$ cat src/flash_host_params.svh
// Timing constants of the flash host controller, in printed units and in cycles.
// Assumes a single system clock whose period is FH_CLK_NS.
`ifndef FLASH_HOST_PARAMS_SVH
`define FLASH_HOST_PARAMS_SVH

`define FH_CLK_NS          20
`define FH_CEIL(t)         (((t) + `FH_CLK_NS - 1) / `FH_CLK_NS)
`define FH_FLOOR(t)        ((t) / `FH_CLK_NS)

`define FH_SYNC_STAGES     2
`define FH_T_RC_NS         85
`define FH_T_WC_NS         85
`define FH_T_WP_NS         35
`define FH_T_RH_NS         50
`define FH_T_RP_NS         500
`define FH_T_READY_IDLE_NS 500
`define FH_T_READY_EMB_US  20
`define FH_T_RPD_US        20
`define FH_T_OEPH_NS       20
`define FH_T_FLQZ_NS       30
`define FH_T_FHQV_NS       85
`define FH_T_BUSY_NS       90
`define FH_T_ERASE_MS      700

`define FH_RC_CYC          `FH_CEIL(`FH_T_RC_NS)
`define FH_WC_CYC          `FH_CEIL(`FH_T_WC_NS)
`define FH_WP_CYC          `FH_CEIL(`FH_T_WP_NS)
`define FH_RH_CYC          `FH_CEIL(`FH_T_RH_NS)
`define FH_RP_CYC          `FH_CEIL(`FH_T_RP_NS)
`define FH_READY_IDLE_CYC  `FH_FLOOR(`FH_T_READY_IDLE_NS)
`define FH_READY_EMB_CYC   `FH_FLOOR(`FH_T_READY_EMB_US * 1000)
`define FH_RPD_CYC         `FH_CEIL(`FH_T_RPD_US * 1000)
`define FH_OEPH_CYC        `FH_CEIL(`FH_T_OEPH_NS)
`define FH_FLQZ_CYC        `FH_CEIL(`FH_T_FLQZ_NS)
`define FH_FHQV_CYC        `FH_CEIL(`FH_T_FHQV_NS)
`define FH_BUSY_CYC        `FH_CEIL(`FH_T_BUSY_NS)
`define FH_ERASE_CYC       (`FH_T_ERASE_MS * 1000000 / `FH_CLK_NS)

`endif

$ cat src/flash_host_pkg.sv
// Types shared by the flash host controller and its bench.
// Assumes a 16-bit data bus and 21 address lines on the flash side.
package flash_host_pkg;

  localparam int ADDR_W = 21;
  localparam int DATA_W = 16;

  typedef enum logic [2:0] {
    CMD_READ       = 3'h0,
    CMD_WRITE      = 3'h1,
    CMD_WRITE_LAST = 3'h2,
    CMD_RESET      = 3'h3,
    CMD_STANDBY    = 3'h4,
    CMD_WIDTH      = 3'h5
  } cmd_e;

  typedef struct packed {
    cmd_e              cmd;
    logic [ADDR_W-1:0] addr;
    logic [DATA_W-1:0] data;
  } req_s;

  typedef struct packed {
    logic              done;
    logic              timeout;
    logic [DATA_W-1:0] rdata;
  } resp_s;

endpackage

$ cat src/flash_cycle_timer.sv
// Loadable down counter that paces every phase of the flash host.
// Assumes the load value is the phase length minus one.
`timescale 1ns/1ps
module flash_cycle_timer #(
  parameter int TW = 26
) (
  input  wire logic          sys_clk_in,
  input  wire logic          rst_in,
  input  wire logic          load_in,
  input  wire logic [TW-1:0] value_in,
  output logic      [TW-1:0] count_out,
  output logic               zero_out
);

  logic [TW-1:0] count_q;

  always_ff @(posedge sys_clk_in or posedge rst_in) begin
    if (rst_in) begin
      count_q <= '0;
    end else if (load_in) begin
      count_q <= value_in;
    end else if (count_q != '0) begin
      count_q <= count_q - TW'(1);
    end
  end

  assign count_out = count_q;
  assign zero_out  = (count_q == '0);

endmodule

$ cat src/flash_host_ctrl.sv
// Host-side controller that runs read, write, reset and width cycles on a parallel flash.
// Assumes the user port is on sys_clk_in; flash pins are asynchronous to it.
// Function
// A reset during an embedded algorithm is held until the part is back in read mode, 20 us.
// A reset with no algorithm running is held until read mode is reached, 500 ns.
// After reset is released no read starts for at least 50 ns.
// Standby is reached only by holding reset low for at least 20 us.
// A new write may start as soon as the ready/busy line is high again.
// A normal program takes about 5 us per byte and 7 us per word.
// An accelerated program takes about 4 us.
// A sector erase takes about 0.7 s, which bounds the wait for ready.
// The part drops ready/busy within 90 ns of the last command write.
// Output enable stays high at least 20 ns between status reads.
// Write cycles are spaced at least 85 ns apart.
// Read cycles are spaced at least 85 ns apart.
// Width low floats the upper byte in 30 ns; width high needs 85 ns before word data.
// The part sleeps by itself when addresses stay still; the host need do nothing.
// The part holds ready/busy low for the whole algorithm and releases it at the end.
`timescale 1ns/1ps
`include "flash_host_params.svh"
module flash_host_ctrl
  import flash_host_pkg::*;
#(
  parameter int TW          = 26,
  parameter int TIMEOUT_CYC = `FH_ERASE_CYC
) (
  input  wire logic              sys_clk_in,
  input  wire logic              rst_in,
  input  wire logic              req_valid_in,
  input  wire req_s              req_in,
  output logic                   req_ready_out,
  output resp_s                  resp_out,
  input  wire logic              accel_in,
  output logic                   flash_ce_n_out,
  output logic                   flash_oe_n_out,
  output logic                   flash_we_n_out,
  output logic                   flash_reset_n_out,
  output logic [ADDR_W-1:0]      flash_addr_out,
  output logic [DATA_W-1:0]      flash_dq_out,
  output logic [DATA_W-1:0]      flash_dq_oe_out,
  input  wire logic [DATA_W-1:0] flash_dq_in,
  output logic                   flash_width_select_out,
  output logic                   program_accelerate_out,
  input  wire logic              ready_busy_n_in
);

  typedef enum logic [3:0] {
    S_IDLE = 4'h0,
    S_RD   = 4'h1,
    S_WR   = 4'h3,
    S_GAP  = 4'h2,
    S_BDLY = 4'h6,
    S_BSY  = 4'h7,
    S_RSTL = 4'h5,
    S_RSTR = 4'h4,
    S_WID  = 4'hC
  } state_e;

  function automatic logic [TW-1:0] ld(input int n);
    ld = TW'(n - 1);
  endfunction

  function automatic int cmax(input int a, input int b);
    cmax = (a > b) ? a : b;
  endfunction

  localparam int HOLD_IDLE = cmax(`FH_RP_CYC, `FH_READY_IDLE_CYC);
  localparam int HOLD_EMB  = cmax(`FH_RP_CYC, `FH_READY_EMB_CYC);
  localparam logic [TW-1:0] WE_LOW_ABOVE = TW'(`FH_WC_CYC - `FH_WP_CYC - 1);
  localparam logic [DATA_W-1:0] LOW_BYTE = DATA_W'(16'h00FF);

  state_e            state_q, state_d;
  logic              tmr_load;
  logic [TW-1:0]     tmr_val, tmr_cnt;
  logic              tmr_zero;
  logic              last_q, last_d;
  logic              width_q, width_d;
  logic              accel_q;
  logic [ADDR_W-1:0] addr_q;
  logic [DATA_W-1:0] wdata_q, rdata_q;
  logic              done_q, timeout_q;
  logic [DATA_W-1:0] dq_m, dq_s;
  logic              rb_m, rb_s;

  flash_cycle_timer #(.TW(TW)) u_timer (
    .sys_clk_in (sys_clk_in),
    .rst_in     (rst_in),
    .load_in    (tmr_load),
    .value_in   (tmr_val),
    .count_out  (tmr_cnt),
    .zero_out   (tmr_zero)
  );

  // Pins are asynchronous: two stages before anything looks at them
  always_ff @(posedge sys_clk_in or posedge rst_in) begin
    if (rst_in) begin
      dq_m <= '0;
      dq_s <= '0;
      rb_m <= 1'b1;
      rb_s <= 1'b1;
    end else begin
      dq_m <= flash_dq_in;
      dq_s <= dq_m;
      rb_m <= ready_busy_n_in;
      rb_s <= rb_m;
    end
  end

  wire accept     = req_valid_in && (state_q == S_IDLE);
  wire busy_gone  = (state_q == S_BSY) && rb_s;
  wire busy_stuck = (state_q == S_BSY) && !rb_s && tmr_zero;

  always_comb begin
    state_d  = state_q;
    tmr_load = 1'b0;
    tmr_val  = '0;
    last_d   = last_q;
    width_d  = width_q;
    case (state_q)
      S_IDLE: begin
        if (req_valid_in) begin
          tmr_load = 1'b1;
          case (req_in.cmd)
            CMD_READ: begin
              state_d = S_RD;
              tmr_val = ld(`FH_RC_CYC + `FH_SYNC_STAGES);
            end
            CMD_WRITE, CMD_WRITE_LAST: begin
              state_d = S_WR;
              tmr_val = ld(`FH_WC_CYC);
              last_d  = (req_in.cmd == CMD_WRITE_LAST);
            end
            CMD_RESET: begin
              state_d = S_RSTL;
              tmr_val = rb_s ? ld(HOLD_IDLE) : ld(HOLD_EMB);
            end
            CMD_STANDBY: begin
              state_d = S_RSTL;
              tmr_val = ld(`FH_RPD_CYC);
            end
            CMD_WIDTH: begin
              state_d = S_WID;
              width_d = req_in.data[0];
              tmr_val = req_in.data[0] ? ld(`FH_FHQV_CYC) : ld(`FH_FLQZ_CYC);
            end
            default: begin
              tmr_load = 1'b0;
            end
          endcase
        end
      end
      S_RD: begin
        if (tmr_zero) begin
          state_d  = S_GAP;
          tmr_load = 1'b1;
          tmr_val  = ld(`FH_OEPH_CYC);
        end
      end
      S_WR: begin
        if (tmr_zero) begin
          tmr_load = 1'b1;
          if (last_q) begin
            // Busy may take its full delay to fall, plus the synchroniser
            state_d = S_BDLY;
            tmr_val = ld(`FH_BUSY_CYC + `FH_SYNC_STAGES);
          end else begin
            state_d = S_GAP;
            tmr_val = ld(1);
          end
        end
      end
      S_GAP: begin
        if (tmr_zero) begin
          state_d = S_IDLE;
        end
      end
      S_BDLY: begin
        if (tmr_zero) begin
          state_d  = S_BSY;
          tmr_load = 1'b1;
          tmr_val  = TW'(TIMEOUT_CYC);
        end
      end
      S_BSY: begin
        if (busy_gone || busy_stuck) begin
          state_d = S_IDLE;
        end
      end
      S_RSTL: begin
        if (tmr_zero) begin
          state_d  = S_RSTR;
          tmr_load = 1'b1;
          tmr_val  = ld(`FH_RH_CYC);
        end
      end
      S_RSTR, S_WID: begin
        if (tmr_zero) begin
          state_d = S_IDLE;
        end
      end
      default: begin
        state_d = S_IDLE;
      end
    endcase
  end

  always_ff @(posedge sys_clk_in or posedge rst_in) begin
    if (rst_in) begin
      state_q <= S_IDLE;
      last_q  <= 1'b0;
      width_q <= 1'b1;
      accel_q <= 1'b0;
    end else begin
      state_q <= state_d;
      last_q  <= last_d;
      width_q <= width_d;
      accel_q <= accel_in;
    end
  end

  always_ff @(posedge sys_clk_in or posedge rst_in) begin
    if (rst_in) begin
      addr_q  <= '0;
      wdata_q <= '0;
    end else if (accept) begin
      addr_q  <= req_in.addr;
      wdata_q <= req_in.data;
    end
  end

  // Data is sampled only after the access time has passed the synchroniser
  always_ff @(posedge sys_clk_in or posedge rst_in) begin
    if (rst_in) begin
      rdata_q   <= '0;
      done_q    <= 1'b0;
      timeout_q <= 1'b0;
    end else begin
      if ((state_q == S_RD) && tmr_zero) begin
        rdata_q <= width_q ? dq_s : (dq_s & LOW_BYTE);
      end
      done_q <= (state_q != S_IDLE) && (state_d == S_IDLE);
      if (accept) begin
        timeout_q <= 1'b0;
      end else if (busy_stuck) begin
        timeout_q <= 1'b1;
      end
    end
  end

  assign req_ready_out          = (state_q == S_IDLE);
  assign resp_out               = '{done: done_q, timeout: timeout_q, rdata: rdata_q};
  assign flash_ce_n_out         = !((state_q == S_RD) || (state_q == S_WR));
  assign flash_oe_n_out         = (state_q != S_RD);
  assign flash_we_n_out         = !((state_q == S_WR) && (tmr_cnt > WE_LOW_ABOVE));
  assign flash_reset_n_out      = (state_q != S_RSTL);
  assign flash_addr_out         = addr_q;
  assign flash_dq_out           = wdata_q;
  // Byte mode never drives the upper lanes; the part floats them
  assign flash_dq_oe_out        = (state_q != S_WR) ? '0 : (width_q ? '1 : LOW_BYTE);
  assign flash_width_select_out = width_q;
  assign program_accelerate_out = accel_q;

  // Checking helpers: reset-low length and what kind of reset it was
  logic [11:0] low_cnt_q;
  logic        stby_q, emb_q;
  always_ff @(posedge sys_clk_in or posedge rst_in) begin
    if (rst_in) begin
      low_cnt_q <= '0;
      stby_q    <= 1'b0;
      emb_q     <= 1'b0;
    end else begin
      if (flash_reset_n_out) begin
        low_cnt_q <= '0;
      end else if (low_cnt_q != 12'hFFF) begin
        low_cnt_q <= low_cnt_q + 12'h001;
      end
      if (accept) begin
        stby_q <= (req_in.cmd == CMD_STANDBY);
        emb_q  <= !rb_s;
      end
    end
  end

  localparam int RPD_MIN   = `FH_RPD_CYC;
  localparam int EMB_MIN   = `FH_READY_EMB_CYC;
  localparam int IDLE_MIN  = `FH_READY_IDLE_CYC;
endmodule

$ cat config.mk
export PLATFORM = sky130hd
export DESIGN_NAME = flash_host_ctrl
export DESIGN_NICKNAME = d
export VERILOG_FILES = /design/src/flash_host_pkg.sv /design/src/flash_cycle_timer.sv /design/src/flash_host_ctrl.sv
export VERILOG_INCLUDE_DIRS = /design/src /design/src/src
export SDC_FILE = /design/constraint.sdc
export NUM_CORES = 1
export LEC_CHECK = 0
export ABC_AREA = 1
export ABC_CLOCK_PERIOD_IN_PS = 6900
export BUFFER_PORTS_ARGS = -buffer_cell sky130_fd_sc_hd__buf_2
export CAP_MARGIN = 20
export CORE_MARGIN = 2
export CORE_UTILIZATION = 57
export CTS_BUF_LIST = sky130_fd_sc_hd__clkbuf_4 sky130_fd_sc_hd__clkbuf_8 sky130_fd_sc_hd__clkbuf_16
export DETAILED_ROUTE_END_ITERATION = 7
export PLACE_DENSITY = 0.95
export SYNTH_ARGS = -nofsm -noshare
export SYNTH_HDL_FRONTEND = slang
export SYNTH_SLANG_ARGS = --single-unit
$ cat constraint.sdc
create_clock -name sys_clk_in -period 6.9 [get_ports sys_clk_in]
set_input_delay 0.69 -clock sys_clk_in [delete_from_list [all_inputs] [get_ports sys_clk_in]]
set_output_delay 0.69 -clock sys_clk_in [all_outputs]
set_load 0.01 [all_outputs]
==> After elaboration in Yosys (flattened, before gate mapping) <==
Cells that the tools add are included.
{ "totals": {"mem_bits_rw": 0, "n_memories": 0, "out_inout_bits": 78, "register_bits": 122, "input_bits": 61, "latch_bits": 0, "romBits": 0} }
{ "op_classes": {"shifts": 0, "bitwise_logic": 0, "n_lt_le_gt_ge": 1, "eq_ne": 16, "reduce_logical": 27, "div_mod_pow": 0, "add_sub_neg": 1, "n_mux": 30, "mul": 0} }
{ "op_table": {"columns": ["operator", "count"], "rows": [
  ["$pmux W26 S4", 1],
  ["$mux W26", 3],
  ["$pmux W10 S5", 1],
  ["$mux W16", 3],
  ["$mux W4", 7],
  ["$pmux W4 S7", 1],
  ["$gt A26 B2 Y1 const B", 1],
  ["$logic_not A26 Y1", 1],
  ["$reduce_bool A26 Y1", 1],
  ["$sub A26 B1 Y26 const B", 1],
  ["$mux W10", 2],
  ["$eq A4 B3 Y1 const B", 4],
  ["$pmux W4 S4", 1],
  ["$mux W3", 4],
  ["$eq A4 B2 Y1 const B", 2],
  ["$logic_not A4 Y1", 2],
  ["$logic_and A1 B1 Y1", 7],
  ["$eq A3 B2 Y1 const B", 2],
  ["$eq A3 B3 Y1 const B", 2],
  ["$reduce_and A3 Y1", 2],
  ["$reduce_or A6 Y1", 1],
  ["$mux W1", 5],
  ["$eq A4 B1 Y1 const B", 1],
  ["$eq A4 B4 Y1 const B", 1],
  ["14 further kinds", 19]
]} }

==> Longest topological paths before layout <==
Gate-level depths: netlist of run 1.
{ "logic_depth": {"depth_word": 8, "depth_mapped": 12, "ltp_nobuf": 12} }

==> By module <==
A second synthesis of run 1 with hierarchy kept.
{ "hier_totals": {"hier_cells": 673, "area_unflattened_um2": 5754.3} }
{ "modules_own_cells": {"columns": ["module", "n_inst", "area_per_inst_um2", "cells_each"], "rows": [
  ["flash_host_ctrl", 1, 3816.2, 382],
  ["flash_cycle_timer", 1, 1938.1, 291]
]} }

==> Least setup slack after synthesis of run 1 <==
Ideal clock, no wire load.
{ "synth_path": {"path_type": "reg2out", "startpoint": "reg width_q (netlist: flash_width_select_out)", "endpoint": "out flash_dq_oe_out[10]", "arrival_time_ps": 1460, "path_stages_with_launch": 5, "path_slack_ps": 4750, "cell_sequence": "dfstp_2 > buf_1 > inv_1 > nor2_1 > buf_4"} }
{ "synth_between": {"elab_chain_cells": 2} }
{ "synth_rtl": {"columns": ["item", "line", "text"], "rows": [
  ["from (decl)", "flash_host_ctrl.sv:77", "logic width_q, width_d;"],
  ["from (signal assigned)", "flash_host_ctrl.sv:216", "width_q <= width_d;"],
  ["$mux W16 (2 in a row)", "flash_host_ctrl.sv:259", "assign flash_dq_oe_out = (state_q != S_WR) ? '0 : (width_q ? '1 : LOW_BYTE);"],
  ["to (decl)", "flash_host_ctrl.sv:40", "output logic [DATA_W-1:0] flash_dq_oe_out,"]
]} }
Every way passes these cells.

==> Worst setup path after layout of run 1 <==
{ "layout_path": {"startpoint": "reg state_q[3]", "endpoint": "out flash_we_n_out"} }
{ "layout_between": {"elab_chain_cells": 3} }
{ "layout_rtl": {"columns": ["item", "line", "text"], "rows": [
  ["from (decl)", "flash_host_ctrl.sv:72", "state_e state_q, state_d;"],
  ["from (signal assigned)", "flash_host_ctrl.sv:214", "state_q <= state_d;"],
  ["$eq A4 B2 Y1", "flash_host_ctrl.sv:254", "assign flash_we_n_out = !((state_q == S_WR) && (tmr_cnt > WE_LOW_ABOVE));"],
  ["$logic_and A1 B1 Y1", "flash_host_ctrl.sv:254", null],
  ["$logic_not A1 Y1", "flash_host_ctrl.sv:254", null],
  ["to (decl)", "flash_host_ctrl.sv:36", "output logic flash_we_n_out,"]
]} }
Every way passes these cells.

==> impl_metrics.ini, run 1 <==
[power]
clockPowerShare = 0.272
p_switching_mw = 1.31
internal_power_mw = 1.74
combPwrFrac = 0.374
vdd_drop_max_uv = 322
seqPwrFrac = 0.354
leakage_nw = 3.75
power.density_mw_per_mm2 = 453
switching_share = 0.430

[routing]
wl_per_cell_um = 17.9
first_pass_iters = 5
wl_met2_um = 8090
vias = 5077
wl_met1_um = 5530
met3WireLength_um = 1690
drt_iter0_markers = 551
routed_wl_um = 16100
vias_per_cell = 5.62
top_layer = met4
drc_errors = 0
postRouteAntennaNets = 0

[logic_synthesis]
netlist_area_mm2 = 0.00555
synthFlopType = dfrtp_1
synth-edff-count = 0
yosys_warnings = 0
async_flop_share = 1.00
ys_types = 39
seq_area_frac_synth = 0.550
syn_avg_cell_area_um2 = 8.81
synthCells = 630
synth_nets = 694
ys_ff_latch = 122

[placed_design]
place_ws_ns = 4.48
io_buffer_count = 138
gp_congestion = 0.933
hpwl_um = 8860

[cts]
insertion_delay_ns = 0.54
cts.sinks = 122
hold_buffers = 0
clk_pin_slew_ns = 0.07
cts_tree = done
clock_tree.root_cell = clkbuf_8
htreeDepth = 4
post_cts_buffers = 0
cts.repair.resized = 0
clock_path_buffers = 2
cts_buffers = 17

[hold_path]
worstHoldStart = accel_in
hp-class = in -> reg
min_path_cells = 1
min_to = program_accelerate_out

[flow_run]
cap_viol_max_count = 0

[global_route]
grt.total_usage = 0.325
grt_overflow = 0
grt_max_degree = 68
grt_first_pass_wirelength_um = 25400
antenna_found_initial = 0
grt_pass1_vias = 5050

[critical_path]
cp_max_fo = 11
r2r_cells = 7
r2r_end = u_timer.count_out[4]
reg2reg_from = state_q[1]
critPathKind = reg -> out
ff2ff_setup_slack_ns = 4.33
cp_data_arrival_time_ns = 2.19
critPathLaunchType = flop
worst_setup_path_end_kind = primary output
cp.required_ns = 6.21

[floorplanning]
fp.dieW_um = 103
die_y_um = 103
rows = 36
die-area_mm2 = 0.0105
coreArea_mm2 = 0.00959
initial_core_util = 0.579
io_pins = 139

[final_layout]
final_core_util = 0.701
drive_above_1_share = 0.299
final_nets = 821
final_cell_mix = 224 x nand2_1, 138 x buf_2, 119 x dfrtp_1
n_antenna_cell = 0
areaGrowthSynthToFinish_pct = 21.2
final_common_cell = nand2_1

[timing]
worstMarginPinSlew_ns = 0.799
hold_ws_ns = 0.254
slew_violations = 0
final-hold-violation-count = 0
setup_tns_ns = 0
finalCritPeriodShare = 0.417
setup_ws_ns = 4.02
rsz0062_at_grt = no
relSlewSlack = 0.467
min_period_ns = 2.88
finClkSkew_ns = 0.0147
setup_viol = 0
max_clock_freq_mhz = 348

[run_status]
status = finished clean
==> critical path, stage by stage (launching register included) <==
cell	delay [ns]
dfrtp_1	0.44
inv_1	0.13
nand2_2	0.13
inv_1	0.16
nand3_1	0.14
inv_1	0.35
nand3_1	0.14
buf_2	0.17
==> power groups by stage <==
stage | clock network [mW] | logic (mW) | registers (mW)
finish | 0.827 | 1.14 | 1.08
global route | 0.861 | 1.24 | 1.09
CTS | 0.826 | 1.12 | 1.07
detailed placement | 0 | 1.04 | 1.06
global placement | 0 | 0.996 | 1.06
floorplan | 0 | 0.722 | 1.08
==> flip-flops by register name (all words and copies together) (netlist names) <==
name and count:
done_q 1, dq_m 16, dq_s 16, flash_addr_out 21, flash_dq_out 16, flash_width_select_out 1, last_q 1, program_accelerate_out 1
rb_m 1, rb_s 1, rdata_q 16, state_q 4, timeout_q 1, u_timer.count_out 26
==> synthesized netlist by cell type (8+ instances only) <==
| library cell | n | area share |
|---|---|---|
| nand2_1 | 224 | 0.15 |
| dfrtp_1 | 119 | 0.54 |
| nor2_1 | 66 | 0.045 |
| inv_1 | 41 | 0.028 |
| nand3_1 | 19 | 0.017 |
| buf_4 | 18 | 0.024 |
| a21oi_1 | 15 | 0.014 |
| nor3_1 | 15 | 0.014 |
| nand2_2 | 13 | 0.015 |
| o21ai_0 | 10 | 0.0090 |
| xor2_1 | 10 | 0.016 |
| inv_2 | 8 | 0.0054 |
| nor2_2 | 8 | 0.0090 |
| o21ai_2 | 8 | 0.013 |
==> layout make-up <==
class                           instances  area [µm²]
Clock buffer                           17         414
Multi-Input combinational cell        428        2070
Clock inverter                         15         133
Timing Repair Buffer                  139         698
Inverter                               49         186
Fill cell                             599        2870
Tap cell                              133         166
Sequential cell                       122        3060
==> layer usage <==
layer | up-vias | track usage
met5 | - | 0
met1 | 2382 | 0.377
li1 | 2196 | -
met2 | 403 | 0.529
met3 | 96 | 0.122
met4 | 0 | 0.169
==> logic make-up after synthesis <==
| family | after synthesis | synth area share |
|---|---|---|
| AO/OA/AOI/OAI | 41 | 0.0444 |
| XOR/XNOR | 15 | 0.0237 |
| adder cells (fa/ha/maj) | 3 | 0.00676 |
| buffers and inverters | 80 | 0.0759 |
| flip-flops | 122 | 0.550 |
| AND/OR/NAND/NOR | 369 | 0.299 |
==> metrics by stage <==
stage / power, mW / cell area, µm² / instances
floorplan: 1.81 / 5550 / 630
global placement: 2.06 / 6180 / 871
detailed placement: 2.10 / 6180 / 871
CTS: 3.01 / 6730 / 903
global route: 3.20 / 6730 / 903
finish: 3.05 / 6730 / 903
==> how the worst max path moves through the flow <==
stage	start	to	slack, ns
global placement	state_q[0]	u_timer.count_out[4]	4.60
finish	state_q[3]	flash_we_n_out	4.02
floorplan	rst_in	done_q	2.97
detailed placement	state_q[0]	u_timer.count_out[4]	4.48
CTS	state_q[3]	flash_we_n_out	4.07
global route	state_q[3]	flash_dq_oe_out[15]	3.93
Note: power is estimated with default switching activity, not from simulation.
==> run 2: changes to the inputs <==
- ABC_CLOCK_PERIOD_IN_PS: 6900 -> 2600
- CORE_UTILIZATION: 57 -> 48
- PLACE_DENSITY: 0.95 -> 0.86
- clock period: 6.9 -> 2.6 ns (I/O delays scaled with it)
==> run 2 against run 1 <==
  * Sequential power grew to 2.6 times the previous value
  * Count of clock-buffer cells in the layout is 2 higher
  * Critical endpoint unchanged
  * First-iteration DRC count decreased by 25%
  * Register-to-register slack got worse by 3.8 ns
  * Utilization decreased by 8.4 points
  * Setup slack worse by 3.7 ns
  * Combinational power increased by 150%
==> impl_metrics.ini, run 2 (synthesized netlist as in run 1, its figures left out) <==
[floorplanning]
rows = 39
die-area_mm2 = 0.0124
coreArea_mm2 = 0.0114
io_pins = 139
die_y_um = 112
fp.dieW_um = 112
initial_core_util = 0.488

[cts]
cts.repair.resized = 0
htreeDepth = 4
clock_tree.root_cell = clkbuf_16
cts_buffers = 17
insertion_delay_ns = 0.41
clock_path_buffers = 2
cts_tree = done
cts.sinks = 122
clk_pin_slew_ns = 0.06

[final_layout]
stdcell_area_mm2 = 0.00701
final_nets = 842
final_common_cell = nand2_1
drive_above_1_share = 0.293
areaGrowthSynthToFinish_pct = 26.3
n_antenna_cell = 0
largest_register_ffs = 26
final_cell_mix = 224 x nand2_1, 138 x buf_2, 119 x dfrtp_1

[critical_path]
worst_setup_path_end_kind = primary output
path_common_cell = inv_1
path_cells = inv_1 > nand2_2 > inv_1 > nand3_1 > inv_1 > nand3_1 > buf_2
cp.required_ns = 2.34
cpLargestDelayFamily = buffers and inverters
crit_start = state_q[3]
cp_max_fo = 11
cp_data_arrival_time_ns = 2.04
critPathLaunchType = flop
worst-path-buf-inv = 4
max_stage_delay_ns = 0.42
critPathKind = reg -> out
reg2reg_from = u_timer.count_out[1]
cp_slowest_cell = dfrtp_1

[routing]
vias_per_cell = 5.05
drt_iter0_markers = 413
wl_met1_um = 5280
top_layer = met4
met3WireLength_um = 879
wl_per_cell_um = 13.9
wl_met2_um = 6570
vias = 4715
first_pass_iters = 5
drc_errors = 0
postRouteAntennaNets = 0
routed_wl_um = 13000

[power]
vdd_drop_max_uv = 646
p_switching_mw = 3.09
power.density_mw_per_mm2 = 1150
internal_power_mw = 4.97
combPwrFrac = 0.351
seqPwrFrac = 0.348
switching_share = 0.384
leakage_nw = 3.86
total_power_mw = 8.06
clockPowerShare = 0.301

[timing]
slew_violations = 0
final-hold-violation-count = 0
finClkSkew_ns = 0.0120
worstMarginPinSlew_ns = 0.776
relSlewSlack = 0.483
setup_viol = 0
min_period_ns = 2.30
setup_ws_ns = 0.305
rsz0062_at_grt = no
max_clock_freq_mhz = 436
finalCritPeriodShare = 0.883
setup_tns_ns = 0

[global_route]
grt.total_usage = 0.216
grt_max_degree = 64
grt_overflow = 0
antenna_found_initial = 0
grt_pass1_vias = 4528
grt_first_pass_wirelength_um = 21400

[run_status]
status = finished clean

[flow_run]
cap_viol_max_count = 0

[placed_design]
io_buffer_count = 138
gp_congestion = 0.951
place_ws_ns = 0.609
dpl_cell_area_mm2 = 0.00621
hpwl_um = 8490

[hold_path]
worstHoldStart = req_in[21]
hp-class = in -> reg
run 2: worst reg2reg max path, stage by stage (launching register included):
cell and delay, ns:
dfrtp_1 0.42, inv_1 0.12, ha_1 0.17, inv_1 0.04, nor2_1 0.09, nand2_1 0.06
nor2_1 0.18, nand2_2 0.21, nand2_1 0.16, nand2_2 0.19, o21ai_0 0.15, a21oi_1 0.10
run 2: per-layer routing:
metal | GRT usage | up-vias
li1 | - | 2240
met1 | 0.268 | 2246
met2 | 0.366 | 199
met3 | 0.0528 | 30
met4 | 0.0840 | 0
met5 | 0 | -
run 2: timing repair:
action,CTS,global route
hold buffers,19,0
setup buffers,0,0
endpoints found under the hold margin,19,0
run 2: metrics by stage:
step	util	instances	hold WS (ns)
6_report	0.617	934	0.0373
5_1_grt	0.617	934	0.0374
4_1_cts	0.617	934	0.0268
3_5_place_dp	0.546	883	0.134
3_3_place_gp	0.546	883	0.131
2_1_floorplan	-	630	0.264
run 2: layout make-up:
cell class	count	area, µm²
Fill cell	863	4360
Timing Repair Buffer	160	903
Tap cell	143	179
Clock inverter	13	166
Sequential cell	122	3060
Multi-Input combinational cell	428	2070
Inverter	49	188
Clock buffer	19	447
run 2: path summary, 6_finish.rpt:
path	end	slack, ns	cells past startpoint
setup / recovery	flash_we_n_out	0.30	7
hold / removal	flash_addr_out[5]	0.04	3
setup reg to reg	u_timer.count_out[17]	0.56	11
hold reg to reg	dq_s[15]	0.35	0
max in group asynchronous	u_timer.count_out[16]	1.40	4
min in group asynchronous	program_accelerate_out	0.26	3
run 2: power groups by stage:
| stage | clock network [mW] | logic [mW] | registers, mW |
|---|---|---|---|
| after floorplan | 0 | 1.92 | 2.88 |
| after global placement | 0 | 2.70 | 2.80 |
| after detailed placement | 0 | 2.77 | 2.79 |
| after CTS | 2.44 | 2.83 | 2.79 |
| after global routing | 2.54 | 3.17 | 2.86 |
| final | 2.43 | 2.83 | 2.81 |
==> run 3: changes to the inputs <==
- ABC_CLOCK_PERIOD_IN_PS: 2600 -> 2260
- CAP_MARGIN: 20 -> default
- CORE_UTILIZATION: 48 -> 53
- PLACE_DENSITY: 0.86 -> 0.9
- RECOVER_POWER: default -> 100
- clock period: 2.6 -> 2.26 ns (I/O delays scaled with it)
==> run 3 against run 2 <==
  * The run now ends with max-capacitance violations, max-slew violations left
  * Count of clock-buffer cells in the layout fell by 1
  * Clock skew fell by 0.00072 ns
  * Clock power rose by 6%
  * Critical path depth fell by 1
  * Cell count rose by 4.0%
  * Utilization rose by 9.0 points
  * Hold slack improved by 0.070 ns
  * Total power rose by 16%
  * Design area rose by 3.2%
  * Combinational power rose by 22%
  * Largest cell class unchanged
==> impl_metrics.ini, run 3 (synthesized netlist as in run 1, its figures left out) <==
[run_status]
status = complete, but fails checks
failed_checks = max-capacitance violations, max-slew violations

[global_route]
grt_overflow = 0
antenna_found_initial = 0
grt_pass1_vias = 5510
grt_max_degree = 123
grt_first_pass_wirelength_um = 27700
grt.total_usage = 0.323

[floorplanning]
initial_core_util = 0.543
io_pins = 139
die_y_um = 106
coreArea_mm2 = 0.0102
die-area_mm2 = 0.0113
fp.dieW_um = 106
rows = 37

[routing]
vias = 5346
drc_errors = 0
postRouteAntennaNets = 0
vias_per_cell = 5.51
wl_per_cell_um = 18.0
drt_iter0_markers = 573
first_pass_iters = 6
routed_wl_um = 17500

[cts]
cts_buffers = 17
insertion_delay_ns = 0.54
post_cts_buffers = 0
htreeDepth = 4
clock_tree.root_cell = clkbuf_8
clock_path_buffers = 2
clk_pin_slew_ns = 0.06
cts_tree = done
cts.sinks = 122

[final_layout]
fillCellCount = 680
final_common_cell = nand2_1
drive_above_1_share = 0.182
stdcell_area_mm2 = 0.00724
final_cell_mix = 229 x nand2_1, 119 x dfrtp_1, 72 x clkbuf_1
n_antenna_cell = 0
final_nets = 886
largest_register_ffs = 26
areaGrowthSynthToFinish_pct = 30.3

[power]
vdd_drop_max_uv = 801
power.density_mw_per_mm2 = 1290
total_power_mw = 9.33
leakage_nw = 3.74

[critical_path]
critPathKind = reg -> out
cp_max_fo = 8
critPathLaunchType = flop
cp_data_arrival_time_ns = 1.97
crit_start = state_q[3]
cp.required_ns = 2.03
worst_setup_path_end_kind = primary output
reg2reg_from = state_q[0]

[timing]
finalCritPeriodShare = 0.971
slew_violations = 123
setup_ws_ns = 0.0663
rsz0062_at_grt = no
worstMarginPinSlew_ns = 1.60
finClkSkew_ns = 0.0113
setup_tns_ns = 0
min_period_ns = 2.19
setup_viol = 0
final-hold-violation-count = 0
max_clock_freq_mhz = 456
relSlewSlack = -0.0672

[hold_path]
hp-class = in -> reg
worstHoldStart = req_in[39]

[placed_design]
dpl_cell_area_mm2 = 0.00625
gp_congestion = 0.921
place_ws_ns = 0.284
io_buffer_count = 138
hpwl_um = 9210

[flow_run]
cap_viol_max_count = 1
run 3: changes by cell type in the layout (fill, tap and decap cells not counted), moves of 2 or more:
cell           change
nand2_1            +5
o21ai_0            +7
o21ai_2            -6
clkbuf_2           +2
nand2_2            -4
bufinv_16          -2
clkbuf_1          +72
buf_4              +3
inv_8              +2
nor2_1             -2
dlygate4sd3_1     +39
buf_2             -73
run 3: final cells by class:
cell class,count,area [µm²],share of cell area
sequential,122,3060,0.422
multi-input combinational,428,2020,0.279
timing repair buffer,204,1240,0.171
clock buffer,18,422,0.0583
inverter,49,193,0.0266
tap,136,170,0.0235
clock inverter,14,136,0.0188
run 3: what timing repair did:
action,4_1_cts,5_1_grt
cloned,0,0
hold buffers,58,0
hold endpoints to repair,175,0
resized for setup,1,7
setup endpoints to repair,1,14
run 3: worst paths after layout:
path | to | slack, ns | cells after the start
max | flash_dq_oe_out[10] | 0.07 | 6
min | u_timer.count_out[4] | 0.11 | 4
max reg2reg | last_q | 0.07 | 7
min reg2reg | dq_s[1] | 0.35 | 0
max in group asynchronous | u_timer.count_out[5] | 0.40 | 4
min in group asynchronous | dq_s[14] | 0.89 | 4
run 3: per-layer routing:
| metal | global-route usage | vias up | wire [µm] |
|---|---|---|---|
| met5 | 0 | - | 0 |
| met4 | 0.183 | 0 | 1000 |
| li1 | - | 2324 | - |
| met3 | 0.0865 | 105 | 1550 |
| met2 | 0.549 | 374 | 8720 |
| met1 | 0.369 | 2543 | 6220 |
run 3: power breakdown:
part | switching, mW | total [mW] | internal (mW)
clock network | 1.09 | 2.58 | 1.49
logic | 2.31 | 3.45 | 1.13
registers | 0.535 | 3.30 | 2.77
run 3: critical path, stage by stage, from the launching register on:
cell and delay (ns):
dfrtp_1 0.42, inv_1 0.12, nand2_2 0.13, inv_1 0.15, nand3_2 0.16, nor2_4 0.21, clkbuf_1 0.24
run 3: through the flow:
step | std cells | hold WS (ns) | utilization
3_5_place_dp | 881 | 0.335 | 0.611
6_report | 971 | 0.107 | 0.707
2_1_floorplan | 630 | 0.230 | -
3_3_place_gp | 881 | 0.332 | 0.611
4_1_cts | 971 | 0.0615 | 0.722
5_1_grt | 971 | 0.111 | 0.707
